`src/fcs_pkg.sv`:
```
// Package: command bytes, pin widths and timing constants for the flash host
package fcs_pkg;
	localparam int ADDR_W = 18;
	localparam int DATA_W = 8;
	localparam logic [7:0] CMD_READ = 8'h00;
	localparam logic [7:0] CMD_IDENT = 8'h90;
	localparam logic [7:0] CMD_CHIP_ERASE = 8'h30;
	localparam logic [7:0] CMD_BLOCK_SETUP = 8'h20;
	localparam logic [7:0] CMD_BLOCK_CONFIRM = 8'hD0;
	localparam logic [7:0] CMD_PROGRAM = 8'h40;
	localparam logic [7:0] CMD_ABORT = 8'hFF;
	localparam logic [ADDR_W-1:0] IDENT_MFR_ADDR = 18'h0_0000;
	localparam logic [ADDR_W-1:0] IDENT_DEV_ADDR = 18'h0_0001;
	localparam int POLL_BIT = 7;
	localparam int TOGGLE_BIT = 6;
	// Bus phase lengths in clock cycles at 25 MHz
	localparam int CLK_PERIOD_NS = 40;
	localparam int ACCESS_NS = 120;
	localparam int ACCESS_CYC = (ACCESS_NS + CLK_PERIOD_NS - 1) / CLK_PERIOD_NS;
	localparam int STROBE_CYC = 2;
	// Block load window, longest time rounded down
	localparam int LOAD_WINDOW_NS = 30000;
	localparam int LOAD_WINDOW_CYC = LOAD_WINDOW_NS / CLK_PERIOD_NS;
	// Cycles kept in hand before the window so the next strobe still counts
	localparam int LOAD_MARGIN_CYC = 8;
	localparam int CNT_W = 10;
	// Operation codes on the user request port
	localparam logic [2:0] OP_READ = 3'h0;
	localparam logic [2:0] OP_IDENT = 3'h1;
	localparam logic [2:0] OP_CHIP_ERASE = 3'h2;
	localparam logic [2:0] OP_BLOCK_ERASE = 3'h3;
	localparam logic [2:0] OP_PROGRAM = 3'h4;
	localparam logic [2:0] OP_ABORT = 3'h5;
	localparam int BLK_DEPTH = 32;
	localparam int BLK_AW = 5;
endpackage : fcs_pkg
```
`src/fcs_blk_mem.sv`:
```
// Small block address list memory with registered read data
module fcs_blk_mem
	import fcs_pkg::*;
(
	input wire logic clk_in,
	input wire logic wr_en_in,
	input wire logic [BLK_AW-1:0] wr_addr_in,
	input wire logic [ADDR_W-1:0] wr_data_in,
	input wire logic [BLK_AW-1:0] rd_addr_in,
	output logic [ADDR_W-1:0] rd_data_out
);
	logic [ADDR_W-1:0] mem [BLK_DEPTH];

	always_ff @(posedge clk_in) begin
		if (wr_en_in) begin
			mem[wr_addr_in] <= wr_data_in;
		end
		rd_data_out <= mem[rd_addr_in];
	end
endmodule : fcs_blk_mem

```
`src/fcs_host.sv`:
```
// Host controller that drives a byte-wide flash through its command pins
module fcs_host
	import fcs_pkg::*;
(
	input wire logic CLOCK_IN,
	input wire logic SYS_RST_IN,
	input wire logic REQ_VALID_IN,
	input wire logic [2:0] REQ_OP_IN,
	input wire logic [ADDR_W-1:0] REQ_ADDR_IN,
	input wire logic [DATA_W-1:0] REQ_DATA_IN,
	input wire logic REQ_LAST_IN,
	input wire logic VPP_HIGH_IN,
	input wire logic [DATA_W-1:0] FLASH_DQ_IN,
	output logic REQ_READY_OUT,
	output logic RSP_VALID_OUT,
	output logic [DATA_W-1:0] RSP_DATA_OUT,
	output logic RSP_ERROR_OUT,
	output logic BUSY_OUT,
	output logic [ADDR_W-1:0] FLASH_ADDR_OUT,
	output logic [DATA_W-1:0] FLASH_DQ_OUT,
	output logic FLASH_DQ_OE_N_OUT,
	output logic FLASH_CE_N_OUT,
	output logic FLASH_OE_N_OUT,
	output logic FLASH_WE_N_OUT
);
	typedef enum logic [3:0] {
		ST_IDLE = 4'b0000,
		ST_WR_LOW = 4'b0001,
		ST_WR_HIGH = 4'b0010,
		ST_RD_LOW = 4'b0011,
		ST_RD_DONE = 4'b0100,
		ST_BLK_WAIT = 4'b0101,
		ST_POLL = 4'b0110,
		ST_POLL_EVAL = 4'b0111,
		ST_DONE = 4'b1000
	} fcs_state_t;

	fcs_state_t state_reg, state_next;
	logic [2:0] op_reg, op_next;
	logic [1:0] step_reg, step_next;
	logic [CNT_W-1:0] cnt_reg, cnt_next;
	logic [ADDR_W-1:0] addr_reg, addr_next;
	logic [DATA_W-1:0] wdata_reg, wdata_next;
	logic [DATA_W-1:0] dq_reg, dq_next;
	logic dq_oe_n_reg, dq_oe_n_next;
	logic we_n_reg, we_n_next;
	logic oe_n_reg, oe_n_next;
	logic ce_n_reg, ce_n_next;
	logic ready_reg, ready_next;
	logic rsp_valid_reg, rsp_valid_next;
	logic [DATA_W-1:0] rsp_data_reg, rsp_data_next;
	logic rsp_err_reg, rsp_err_next;
	logic busy_reg, busy_next;
	logic have_prev_reg, have_prev_next;
	logic [DATA_W-1:0] prev_reg, prev_next;
	logic [BLK_AW-1:0] blk_cnt_reg, blk_cnt_next;
	logic blk_wr;
	logic [ADDR_W-1:0] blk_rd_data;

	// Loaded block list is stored here, but its read data reaches no port the caller can see
	fcs_blk_mem u_blk_mem (
		.clk_in(CLOCK_IN),
		.wr_en_in(blk_wr),
		.wr_addr_in(blk_cnt_next),
		.wr_data_in(REQ_ADDR_IN),
		.rd_addr_in(blk_cnt_reg),
		.rd_data_out(blk_rd_data)
	);

	// Command byte for the current step of the current operation
	function automatic logic [DATA_W-1:0] step_byte(input logic [2:0] op,
		input logic [1:0] step, input logic [DATA_W-1:0] d);
		unique case (op)
			OP_IDENT: step_byte = CMD_IDENT;
			OP_CHIP_ERASE: step_byte = CMD_CHIP_ERASE;
			OP_BLOCK_ERASE: step_byte = (step == 2'd0) ? CMD_BLOCK_SETUP
				: CMD_BLOCK_CONFIRM;
			OP_PROGRAM: step_byte = (step == 2'd0) ? CMD_PROGRAM : d;
			OP_ABORT: step_byte = CMD_ABORT;
			default: step_byte = CMD_READ;
		endcase
	endfunction : step_byte

	always_comb begin
		state_next = state_reg;
		op_next = op_reg;
		step_next = step_reg;
		cnt_next = cnt_reg;
		addr_next = addr_reg;
		wdata_next = wdata_reg;
		dq_next = dq_reg;
		dq_oe_n_next = dq_oe_n_reg;
		we_n_next = we_n_reg;
		oe_n_next = oe_n_reg;
		ce_n_next = ce_n_reg;
		ready_next = 1'b0;
		rsp_valid_next = 1'b0;
		rsp_data_next = rsp_data_reg;
		rsp_err_next = rsp_err_reg;
		busy_next = busy_reg;
		have_prev_next = have_prev_reg;
		prev_next = prev_reg;
		blk_cnt_next = blk_cnt_reg;
		blk_wr = 1'b0;
		unique case (state_reg)
			ST_IDLE: begin
				ready_next = 1'b1;
				if (REQ_VALID_IN && ready_reg) begin
					ready_next = 1'b0;
					op_next = REQ_OP_IN;
					addr_next = REQ_ADDR_IN;
					wdata_next = REQ_DATA_IN;
					step_next = 2'd0;
					cnt_next = '0;
					blk_cnt_next = '0;
					rsp_err_next = 1'b0;
					if (!VPP_HIGH_IN && REQ_OP_IN != OP_READ) begin
						// Device would ignore it anyway; report at once
						rsp_valid_next = 1'b1;
						rsp_err_next = 1'b1;
						ready_next = 1'b1;
					end else if (REQ_OP_IN == OP_READ && !VPP_HIGH_IN) begin
						state_next = ST_RD_LOW;
						ce_n_next = 1'b0;
						oe_n_next = 1'b0;
					end else begin
						state_next = ST_WR_LOW;
						ce_n_next = 1'b0;
						we_n_next = 1'b0;
						dq_oe_n_next = 1'b0;
						dq_next = step_byte(REQ_OP_IN, 2'd0, REQ_DATA_IN);
						if (REQ_OP_IN == OP_BLOCK_ERASE) begin
							blk_wr = 1'b1;
						end
					end
				end
			end
			ST_WR_LOW: begin
				cnt_next = cnt_reg + 1'b1;
				if (cnt_reg == CNT_W'(STROBE_CYC - 1)) begin
					cnt_next = '0;
					we_n_next = 1'b1;
					ce_n_next = 1'b1;
					state_next = ST_WR_HIGH;
				end
			end
			ST_WR_HIGH: begin
				cnt_next = cnt_reg + 1'b1;
				if (cnt_reg == CNT_W'(STROBE_CYC - 1)) begin
					cnt_next = '0;
					dq_oe_n_next = 1'b1;
					step_next = step_reg + 1'b1;
					if (op_reg != OP_READ && op_reg != OP_IDENT
						&& step_reg == 2'd0) begin
						// Second cycle; address fixed before strobe falls
						state_next = ST_WR_LOW;
						ce_n_next = 1'b0;
						we_n_next = 1'b0;
						dq_oe_n_next = 1'b0;
						dq_next = step_byte(op_reg, 2'd1, wdata_reg);
					end else if (op_reg == OP_BLOCK_ERASE) begin
						state_next = ST_BLK_WAIT;
						ready_next = 1'b1;
					end else if (op_reg == OP_IDENT || op_reg == OP_READ) begin
						state_next = ST_RD_LOW;
						ce_n_next = 1'b0;
						oe_n_next = 1'b0;
					end else if (op_reg == OP_ABORT) begin
						state_next = ST_DONE;
					end else begin
						busy_next = 1'b1;
						have_prev_next = 1'b0;
						state_next = ST_POLL;
					end
				end
			end
			ST_BLK_WAIT: begin
				ready_next = 1'b1;
				cnt_next = cnt_reg + 1'b1;
				if (REQ_VALID_IN && ready_reg && REQ_LAST_IN == 1'b0
					&& blk_cnt_reg != BLK_AW'(BLK_DEPTH - 1)) begin
					// Margin of a few cycles kept under the window
					ready_next = 1'b0;
					addr_next = REQ_ADDR_IN;
					blk_cnt_next = blk_cnt_reg + 1'b1;
					blk_wr = 1'b1;
					cnt_next = '0;
					ce_n_next = 1'b0;
					we_n_next = 1'b0;
					dq_oe_n_next = 1'b0;
					dq_next = CMD_BLOCK_CONFIRM;
					step_next = 2'd1;
					state_next = ST_WR_LOW;
				end else if (cnt_reg >= CNT_W'(LOAD_WINDOW_CYC - LOAD_MARGIN_CYC)
					|| (REQ_VALID_IN && ready_reg)) begin
					// Let the window lapse so the device starts erasing
					ready_next = 1'b0;
					busy_next = 1'b1;
					have_prev_next = 1'b0;
					state_next = ST_POLL;
				end
			end
			ST_RD_LOW: begin
				cnt_next = cnt_reg + 1'b1;
				if (cnt_reg == CNT_W'(ACCESS_CYC)) begin
					cnt_next = '0;
					rsp_data_next = FLASH_DQ_IN;
					ce_n_next = 1'b1;
					oe_n_next = 1'b1;
					state_next = ST_RD_DONE;
				end
			end
			ST_RD_DONE: begin
				rsp_valid_next = 1'b1;
				ready_next = 1'b1;
				state_next = ST_IDLE;
			end
			ST_POLL: begin
				ce_n_next = 1'b0;
				oe_n_next = 1'b0;
				cnt_next = cnt_reg + 1'b1;
				if (cnt_reg == CNT_W'(ACCESS_CYC)) begin
					cnt_next = '0;
					have_prev_next = 1'b1;
					ce_n_next = 1'b1;
					oe_n_next = 1'b1;
					state_next = have_prev_reg ? ST_POLL_EVAL : ST_POLL;
					// Older reads move down prev and dq in the evaluation step
					if (have_prev_reg) begin
						rsp_data_next = FLASH_DQ_IN;
					end else begin
						prev_next = FLASH_DQ_IN;
					end
				end
			end
			ST_POLL_EVAL: begin
				state_next = ST_POLL;
				// Toggle still moving means the algorithm is running
				if (rsp_data_reg[TOGGLE_BIT] == prev_reg[TOGGLE_BIT]
					&& dq_reg[TOGGLE_BIT] == prev_reg[TOGGLE_BIT]) begin
					if (op_reg == OP_PROGRAM) begin
						rsp_err_next = rsp_data_reg[POLL_BIT:TOGGLE_BIT]
							!= wdata_reg[POLL_BIT:TOGGLE_BIT];
					end else begin
						rsp_err_next = !rsp_data_reg[POLL_BIT];
					end
					state_next = ST_DONE;
				end
				// Data bus is released while polling, so dq keeps the oldest read
				prev_next = rsp_data_reg;
				dq_next = prev_reg;
			end
			ST_DONE: begin
				busy_next = 1'b0;
				rsp_valid_next = 1'b1;
				ready_next = 1'b1;
				state_next = ST_IDLE;
			end
			default: begin
				state_next = ST_IDLE;
			end
		endcase
	end

	always_ff @(posedge CLOCK_IN) begin
		if (SYS_RST_IN) begin
			state_reg <= ST_IDLE;
			op_reg <= OP_READ;
			step_reg <= '0;
			cnt_reg <= '0;
			addr_reg <= '0;
			wdata_reg <= '0;
			dq_reg <= '0;
			dq_oe_n_reg <= 1'b1;
			we_n_reg <= 1'b1;
			oe_n_reg <= 1'b1;
			ce_n_reg <= 1'b1;
			ready_reg <= 1'b0;
			rsp_valid_reg <= 1'b0;
			rsp_data_reg <= '0;
			rsp_err_reg <= 1'b0;
			busy_reg <= 1'b0;
			have_prev_reg <= 1'b0;
			prev_reg <= '0;
			blk_cnt_reg <= '0;
		end else begin
			state_reg <= state_next;
			op_reg <= op_next;
			step_reg <= step_next;
			cnt_reg <= cnt_next;
			addr_reg <= addr_next;
			wdata_reg <= wdata_next;
			dq_reg <= dq_next;
			dq_oe_n_reg <= dq_oe_n_next;
			we_n_reg <= we_n_next;
			oe_n_reg <= oe_n_next;
			ce_n_reg <= ce_n_next;
			ready_reg <= ready_next;
			rsp_valid_reg <= rsp_valid_next;
			rsp_data_reg <= rsp_data_next;
			rsp_err_reg <= rsp_err_next;
			busy_reg <= busy_next;
			have_prev_reg <= have_prev_next;
			prev_reg <= prev_next;
			blk_cnt_reg <= blk_cnt_next;
		end
	end

	assign REQ_READY_OUT = ready_reg;
	assign RSP_VALID_OUT = rsp_valid_reg;
	assign RSP_DATA_OUT = rsp_data_reg;
	assign RSP_ERROR_OUT = rsp_err_reg;
	assign BUSY_OUT = busy_reg;
	assign FLASH_ADDR_OUT = addr_reg;
	assign FLASH_DQ_OUT = dq_reg;
	assign FLASH_DQ_OE_N_OUT = dq_oe_n_reg;
	assign FLASH_CE_N_OUT = ce_n_reg;
	assign FLASH_OE_N_OUT = oe_n_reg;
	assign FLASH_WE_N_OUT = we_n_reg;
endmodule : fcs_host

```
`config.mk`:
```
export PLATFORM = sky130hd
export DESIGN_NAME = fcs_host
export DESIGN_NICKNAME = d
export VERILOG_FILES = /design/src/fcs_pkg.sv /design/src/fcs_blk_mem.sv /design/src/fcs_host.sv
export SDC_FILE = /design/constraint.sdc
export NUM_CORES = 1
export LEC_CHECK = 0
export BUFFER_PORTS_ARGS = -buffer_cell sky130_fd_sc_hd__buf_4
export CORE_UTILIZATION = 55
export CTS_CLUSTER_DIAMETER = 200
export DETAILED_ROUTE_END_ITERATION = 6
export PLACE_DENSITY = 0.81
export SLEW_MARGIN = 5
export SYNTH_ARGS = -nofsm -noshare
export SYNTH_HDL_FRONTEND = slang
export SYNTH_HIERARCHICAL = 1
export SYNTH_SLANG_ARGS = --single-unit
```
`constraint.sdc`:
```
create_clock -name CLOCK_IN -period 5.9 [get_ports CLOCK_IN]
set_input_delay 0.59 -clock CLOCK_IN [delete_from_list [all_inputs] [get_ports CLOCK_IN]]
set_output_delay 0.59 -clock CLOCK_IN [all_outputs]
set_load 0.01 [all_outputs]
```
# After elaboration in Yosys (flattened, before gate mapping)
# Index checks and enable logic that the tools add are counted.
[word_totals] input_bits=42 elab_cells=223 output_inout_bits=42 ff_bits=83
[op_classes] n_bitwise=1 n_reduce_logical=48 mux=103 n_lt_le_gt_ge=1 eq_ne=48 n_addsub=3
[op_table] operator="2-to-1 mux 8 bit" count=11
[op_table] operator="one-hot mux 8 bit (5 select lines)" count=2
[op_table] operator="2-to-1 mux 4 bit" count=13
[op_table] operator="2-to-1 mux 1 bit" count=48
[op_table] operator="2-to-1 mux 10 bit" count=4
[op_table] operator="!= test 2 bit (second input constant)" count=20
[op_table] operator="one-hot mux 10 bit (4 select lines)" count=1
[op_table] operator="2-to-1 mux 18 bit" count=2
[op_table] operator="one-hot mux 18 bit (2 select lines)" count=1
[op_table] operator="one-hot mux 8 bit (2 select lines)" count=2
[op_table] operator="one-hot mux 8 bit (4 select lines)" count=1
[op_table] operator="one-hot mux 4 bit (7 select lines)" count=1
[op_table] operator="AND reduction 9 bit" count=3
[op_table] operator="equality test 4 x 3 -> 1 bit (second input constant)" count=4
[op_table] operator="AND reduction 8 bit" count=2
[op_table] operator="nonzero test 4 bit" count=4
[op_table] operator="nonzero test 3 bit" count=5
[op_table] operator="AND reduction 7 bit" count=2
[op_table] operator="equality test 3 x 2 -> 1 bit (second input constant)" count=4
[op_table] operator="equality test 3 bit (second input constant)" count=4
[op_table] operator="one-hot mux 1 bit (4 select lines)" count=3
[op_table] operator="adder 10 x 1 -> 10 bit (second input constant)" count=1
[op_table] operator="equality test 10 x 1 -> 1 bit (second input constant)" count=1
[op_table] operator="equality test 10 x 2 -> 1 bit (second input constant)" count=1
[op_table] operator="other kinds (33)" count=64

# Longest topological paths before layout
# Gate-level depths: netlist of the first run.
[depth] ltp_word=7 depth_mapped=9 depth_no_buf=8

# Worst setup path before layout of the first run
# Ideal clock, no wire load.
[synth_timing] path_type="reg2reg" startpoint="reg blk_cnt_reg[0]" endpoint="reg dq_reg[7] (netlist: FLASH_DQ_OUT[7])" t_required_ns=5.821 path_stages_with_launch=10 path_slack_ns=3.661 setup_ns=0.079 t_arrival_ns=2.159 path_buffers=1 period_less_slack_ns=2.239 cell_sequence="dfxtp_1 ha_1 and3_1 ha_1 nand4bb_1 a221o_1 a211oi_4 buf_6 nor2_1 a211oi_2"
[synth_between] elab_chain_len=4
[synth_lines] element="start: declaration" line="fcs_host.sv:56" rtl="logic [BLK_AW-1:0] blk_cnt_reg, blk_cnt_next;"
[synth_lines] element="start signal: assignment" line="fcs_host.sv:305" rtl="blk_cnt_reg <= blk_cnt_next;"
[synth_lines] element="!= test 5 bit" line="fcs_host.sv:181" rtl="&& blk_cnt_reg != BLK_AW'(BLK_DEPTH - 1)) begin"
[synth_lines] element="logical AND 1 bit" line="fcs_host.sv:181"
[synth_lines] element="!= test 2 bit (no line)"
[synth_lines] element="AND reduction 7 bit (no line)"
[synth_lines] element="end signal: assignment" line="fcs_host.sv:293" rtl="dq_reg <= dq_next;"
[synth_lines] element="end: declaration" line="fcs_host.sv:44" rtl="logic [DATA_W-1:0] dq_reg, dq_next;"
# No other way between the ends.
# A chain may end at the register's enable or synchronous reset.

# Worst setup path after layout of the first run
[layout_timing] startpoint="reg state_reg[1]" endpoint="reg blk_cnt_reg[1]"
[layout_between] elab_chain_len=3 word_cells_on_any_way=7 classes_between="3 x eq/ne; 1 x mux; 3 x reduce/logical"
[layout_lines] element="start: declaration" line="fcs_host.sv:38" rtl="fcs_state_t state_reg, state_next;"
[layout_lines] element="start signal: assignment" line="fcs_host.sv:287" rtl="state_reg <= state_next;"
[layout_lines] element="equality test 4 x 3 -> 1 bit / logical NOT 4 bit (equally long branches)" line="fcs_host.sv:105" rtl="unique case (state_reg)"
[layout_lines] element="!= test 2 bit (no line) / nonzero test 2 bit (equally long branches)"
[layout_lines] element="AND reduction 3 bit (no line)"
# Parallel ways exist; a longest one is shown, timed or not.

==> results of run 1 <==
## metal layers
metal | up-vias | part of all wire [%] | GRT usage [%]
li1 | 2108 | - | -
met1 | 1994 | 45 | 37.4
met2 | 176 | 47 | 44.5
met3 | 26 | 6.8 | 5.06
met4 | 0 | 1.8 | 10.2
met5 | - | 0 | 0
## report_power, final
group / switching (mW) / total (mW) / internal [mW] / leakage, nW
combinational: 0.393 / 0.680 / 0.287 / 1.21
clock: 0.237 / 0.442 / 0.205 / 0.108
sequential: 0.0998 / 0.734 / 0.634 / 0.673
## stage by stage
stage	total power, mW	utilization (%)
after floorplan	1.22	-
after global placement	1.40	64.8
after detailed placement	1.41	64.8
after CTS	1.85	67.5
after global routing	1.97	67.5
final	1.86	67.5
## layout make-up
cell class,count,area [µm²]
Timing Repair Buffer,84,631
Clock buffer,9,124
Tap cell,102,128
Inverter,11,41.3
Multi-Input combinational cell,424,2600
Sequential cell,83,1660
Fill cell,675,2540
Clock inverter,7,83.8
## final timing paths
check	start	to	slack (ns)	depth (start not counted)
max	state_reg[1]	blk_cnt_reg[1]	2.96	5
min	FLASH_ADDR_OUT[17]	FLASH_ADDR_OUT[17]	0.46	2
max reg2reg	state_reg[1]	blk_cnt_reg[1]	2.96	5
min reg2reg	FLASH_ADDR_OUT[17]	FLASH_ADDR_OUT[17]	0.46	2
## cells in the mapped netlist, drive strengths merged (2+ instances only)
cell type	count	area, µm²
a2111oi	2	17.5
a211oi	24	208
a21oi	55	290
a221o	2	20.0
a221oi	2	23.8
a311oi	4	35.0
a31oi	6	43.8
and2	2	12.5
and3	7	43.8
buf	15	88.8
clkbuf	21	78.8
dfxtp	83	1660
ha	10	125
inv	11	41.3
mux2i	17	170
nand2	90	338
nand2b	7	43.8
nand3	11	55.1
nand3b	4	30.0
nand4	13	81.3
nor2	66	250
nor2b	10	62.6
nor3	7	40.0
nor4	7	80.1
nor4b	4	50.1
nor4bb	2	20.0
o211a	2	20.0
o211ai	3	22.5
o21ai	19	98.9
o221ai	2	23.8
or3	4	25.0
or4	5	37.5
or4b	2	20.0
xnor2	3	26.3
xor2	9	78.8
## critical path, stage by stage, from the launching register on
cell     delay [ns]
dfxtp_1        0.61
nor4_2         0.76
nand2_1        0.49
nand2_1        0.63
nand3_1        0.18
a21oi_1        0.17
## cells by family after synthesis
group	Yosys count	share of synthesized area [%]
compound gates	135	20.7
fa+ha+maj	11	3.02
simple gates	249	28.3
flops	83	37.2
buf+inv	47	4.67
xor+xnor	12	2.35
mux	17	3.81
==> results.py, run 1 <==
metrics = {
    "status": {
        "status": "finished clean",
    },
    "synth": {
        "synth-edff-count": 0,
        "async_flop_share_pct": 0,
        "ys_warn_count": 6,
        "synth_fp_nets": 606,
        "seq_area_frac_synth_pct": 37.2,
        "netlist-cell-type-count": 73,
        "syn_area_mm2": 0.00447,
        "syn_area_per_cell_um2": 8.07,
        "yosys_most_used_dff": "dfxtp_1",
        "synth_seq_cells": 83,
        "syn_inst": 554,
    },
    "die": {
        "start_util_pct": 57.3,
        "die_w_um": 92.2,
        "die-area_mm2": 0.00849,
        "coreArea_mm2": 0.00781,
        "io_pins": 84,
        "rows": 32,
        "die_y_um": 92.2,
    },
    "timing": {
        "slew_viol_final": 0,
        "rsz0062_at_grt": "false",
        "fmax_mhz": 341,
        "hold_violations": 0,
        "timing.hold.ws_ns": 0.458,
        "finClkSkew_ns": 0.0102,
        "setup_violations": 0,
        "relSlewSlack_pct": 36.6,
        "finalSetupTns_ns": 0,
        "finalCritPeriodShare_pct": 49.8,
        "tightest_slew_ns": 0.950,
        "min_period_ns": 2.94,
        "setup_ws_ns": 2.96,
    },
    "place": {
        "dpl-instance-area_mm2": 0.00506,
        "place.gp.congestion": 0.950,
        "pre_cts_ws_ns": 2.98,
        "io_buffers": 83,
        "dpl.cell_count": 704,
        "hpwl_um": 7970,
    },
    "detailed_routing": {
        "viasPerCell": 5.98,
        "drt_iter0_drc": 245,
        "wire_per_inst_um": 15.7,
        "first_pass_iters": 7,
        "vias": 4304,
        "antenna_left": 0,
        "wirelength_um": 11300,
        "drc_errors": 0,
    },
    "cts": {
        "cts.repair.resized": 0,
        "numCtsBuffers": 9,
        "root_buffer": "clkbuf_8",
        "ctsHoldBuffers": 0,
        "clock_path_buffers": 2,
        "clk_pin_slew_worst_paths_ns": 0.10,
        "cts_tree": "built",
        "post_cts_buffers": 0,
        "clock-sinks": 83,
        "h-tree-depth": 3,
        "clk_latency_ns": 0.36,
    },
    "global_routing": {
        "antenna_found_initial": 0,
        "gr-total-overflow": 0,
        "grt_max_degree": 76,
        "track_usage_pct": 27.9,
        "grt_pass1_wl_um": 19300,
        "grt_pass1_vias": 4087,
    },
    "critical_path": {
        "crit_arrival_ns": 3.22,
        "cp-end-kind": "flip-flop",
        "required_ns": 6.18,
        "path_class": "reg2reg",
        "cp_max_fo": 28,
        "worst_setup_path_start_kind": "flip-flop",
    },
    "pwr": {
        "power_density_mw_per_mm2": 352,
        "p_leak_nw": 1.99,
        "vdd_drop_max_mv": 0.156,
    },
    "final_layout": {
        "drive_gt1_share_pct": 19.3,
        "final_area_mm2": 0.00527,
        "final_common_cell": "nand2_1",
        "layout.cells.non_filler": 720,
        "largest_reg_flops": 18,
        "mostFrequentLayoutCells": "nand2_1 (90), buf_4 (84), dfxtp_1 (83)",
        "syn2layout_area_growth_pct": 17.9,
        "nets": 665,
        "antenna_cells": 0,
    },
    "job": {
        "drv_cap": 0,
    },
    "min_path": {
        "hold_class": "reg2reg",
    },
}
Power figures use the tool's default switching activity.
==> run 2: changes to the inputs <==
==> constraint.sdc (replaced) <==
create_clock -name CLOCK_IN -period 3 [get_ports CLOCK_IN]
set_input_delay 0.3 -clock CLOCK_IN [delete_from_list [all_inputs] [get_ports CLOCK_IN]]
set_output_delay 0.3 -clock CLOCK_IN [all_outputs]
set_load 0.01 [all_outputs]
==> run 2 against run 1 <==
Against the previous run:
- combinational power rose by 110%
- die area did not move
- cell count rose by 2.2%
- worst setup slack got worse by 2.5 ns
- critical path depth rose by 3
==> results.py, run 2 (synthesis results as in run 1) <==
metrics = {
    "place": {
        "io_buffers": 83,
        "dpl-instance-area_mm2": 0.00518,
        "hpwl_um": 8450,
        "place.gp.congestion": 1.01,
    },
    "critical_path": {
        "cp-startpoint": "blk_cnt_reg[0]",
        "crit_end": "FLASH_DQ_OUT[7]",
        "worst_setup_path_start_kind": "flip-flop",
        "r2r_slack_ns": 0.43,
        "reg2reg_to": "FLASH_DQ_OUT[7]",
        "crit_arrival_ns": 2.85,
        "cp_max_fo": 14,
        "worstReg2RegStart": "blk_cnt_reg[0]",
        "cp-end-kind": "flip-flop",
        "path_class": "reg2reg",
        "ff2ff_path_depth": 8,
        "required_ns": 3.28,
    },
    "cts": {
        "clk_latency_ns": 0.37,
        "post_cts_buffers": 0,
        "ctsHoldBuffers": 0,
        "clock_path_buffers": 2,
        "cts.repair.resized": 0,
        "numCtsBuffers": 9,
        "cts_tree": "built",
        "clk_pin_slew_worst_paths_ns": 0.09,
        "clock-sinks": 83,
        "h-tree-depth": 3,
        "root_buffer": "clkbuf_8",
    },
    "die": {
        "die-area_mm2": 0.00849,
        "die_y_um": 92.2,
        "coreArea_mm2": 0.00781,
        "io_pins": 84,
        "rows": 32,
        "die_w_um": 92.2,
        "start_util_pct": 57.3,
    },
    "timing": {
        "finClkSkew_ns": 0.0137,
        "relSlewSlack_pct": 53.3,
        "hold_violations": 0,
        "setup_violations": 0,
        "finalSetupTns_ns": 0,
        "finalCritPeriodShare_pct": 85.6,
        "tightest_slew_ns": 0.699,
        "fmax_mhz": 390,
        "rsz0062_at_grt": "false",
        "slew_viol_final": 0,
        "min_period_ns": 2.57,
    },
    "detailed_routing": {
        "vias": 4396,
        "drt_iter0_drc": 224,
        "first_pass_iters": 5,
        "wirelength_um": 11700,
        "viasPerCell": 5.97,
        "drc_errors": 0,
        "wire_per_inst_um": 15.9,
        "antenna_left": 0,
    },
    "final_layout": {
        "multi_input_area_mm2": 0.00260,
        "nets": 681,
        "n_fill_cell": 638,
        "largest_reg_flops": 18,
        "regArea_mm2": 0.00166,
        "syn2layout_area_growth_pct": 20.6,
        "final_area_mm2": 0.00539,
        "final_common_cell": "buf_4",
        "mostFrequentLayoutCells": "buf_4 (100), nand2_1 (90), dfxtp_1 (83)",
        "antenna_cells": 0,
        "drive_gt1_share_pct": 21.1,
    },
    "min_path": {
        "hold_class": "in2reg",
    },
    "global_routing": {
        "grt_max_degree": 47,
        "grt_pass1_wl_um": 19000,
        "antenna_found_initial": 0,
        "grt_pass1_vias": 4063,
        "gr-total-overflow": 0,
        "track_usage_pct": 27.9,
    },
    "pwr": {
        "p_leak_nw": 2.06,
        "vdd_drop_max_mv": 0.366,
        "power_density_mw_per_mm2": 689,
    },
    "status": {
        "status": "finished clean",
    },
    "job": {
        "drv_cap": 0,
    },
}
## run 2: cell count changes in the layout (fill, tap and decap cells not counted)
cell,delta
buf_4,+16
nor2_1,+1
clkbuf_8,+1
clkinv_2,-1
nor2_2,-1
inv_8,-2
clkinvlp_4,+2
## run 2: critical path, cell delays in order, from the launching register on
cell	delay, ns
dfxtp_1	0.35
ha_1	0.22
and3_1	0.18
ha_1	0.18
nand4bb_1	0.24
a221o_1	0.45
a211oi_4	0.51
nor2_1	0.13
a211oi_2	0.24
## run 2: report_power, final
group | total (mW) | internal [mW] | leakage [nW] | switching (mW)
registers | 1.42 | 1.25 | 0.673 | 0.170
logic | 1.45 | 0.622 | 1.29 | 0.824
clock network | 0.850 | 0.415 | 0.0995 | 0.436
## run 2: per-layer routing
metal	up-vias	share of wire (%)	wire, µm	global-route usage, %
met5	-	0	0	0
met4	0	2.6	303	12.1
met3	34	7.5	871	5.39
met2	197	47	5470	45.6
met1	2023	43	5030	35.5
li1	2142	-	-	-
## run 2: area by class of cell
class	count	share of cell area, %
Multi-Input combinational cell	424	48.2
Sequential cell	83	30.8
Timing Repair Buffer	100	13.9
Clock buffer	10	2.55
Tap cell	102	2.37
Clock inverter	6	1.32
Inverter	11	0.766
## run 2: stage by stage
| stage | worst slack [ns] | cells | utilization [%] | power, mW | hold slack, ns |
|---|---|---|---|---|---|
| after floorplan | 0.761 | 554 | - | 2.40 | 0.433 |
| after global placement | 0.559 | 720 | 66.4 | 2.82 | 0.439 |
| after detailed placement | 0.449 | 720 | 66.4 | 2.86 | 0.445 |
| after CTS | 0.407 | 736 | 69.0 | 3.70 | 0.171 |
| after global routing | 0.233 | 736 | 69.0 | 3.92 | 0.174 |
| final | 0.433 | 736 | 69.0 | 3.71 | 0.179 |
## run 2: how the worst min path moves through the flow
stage	start	to	slack, ns	cells after the start
CTS	REQ_ADDR_IN[15]	FLASH_ADDR_OUT[15]	0.17	3
global route	REQ_ADDR_IN[12]	FLASH_ADDR_OUT[12]	0.17	3
floorplan	wdata_reg[5]	wdata_reg[5]	0.43	2
finish	FLASH_DQ_IN[6]	RSP_DATA_OUT[6]	0.18	3
detailed placement	FLASH_ADDR_OUT[10]	FLASH_ADDR_OUT[10]	0.45	2
global placement	FLASH_ADDR_OUT[4]	FLASH_ADDR_OUT[4]	0.44	2
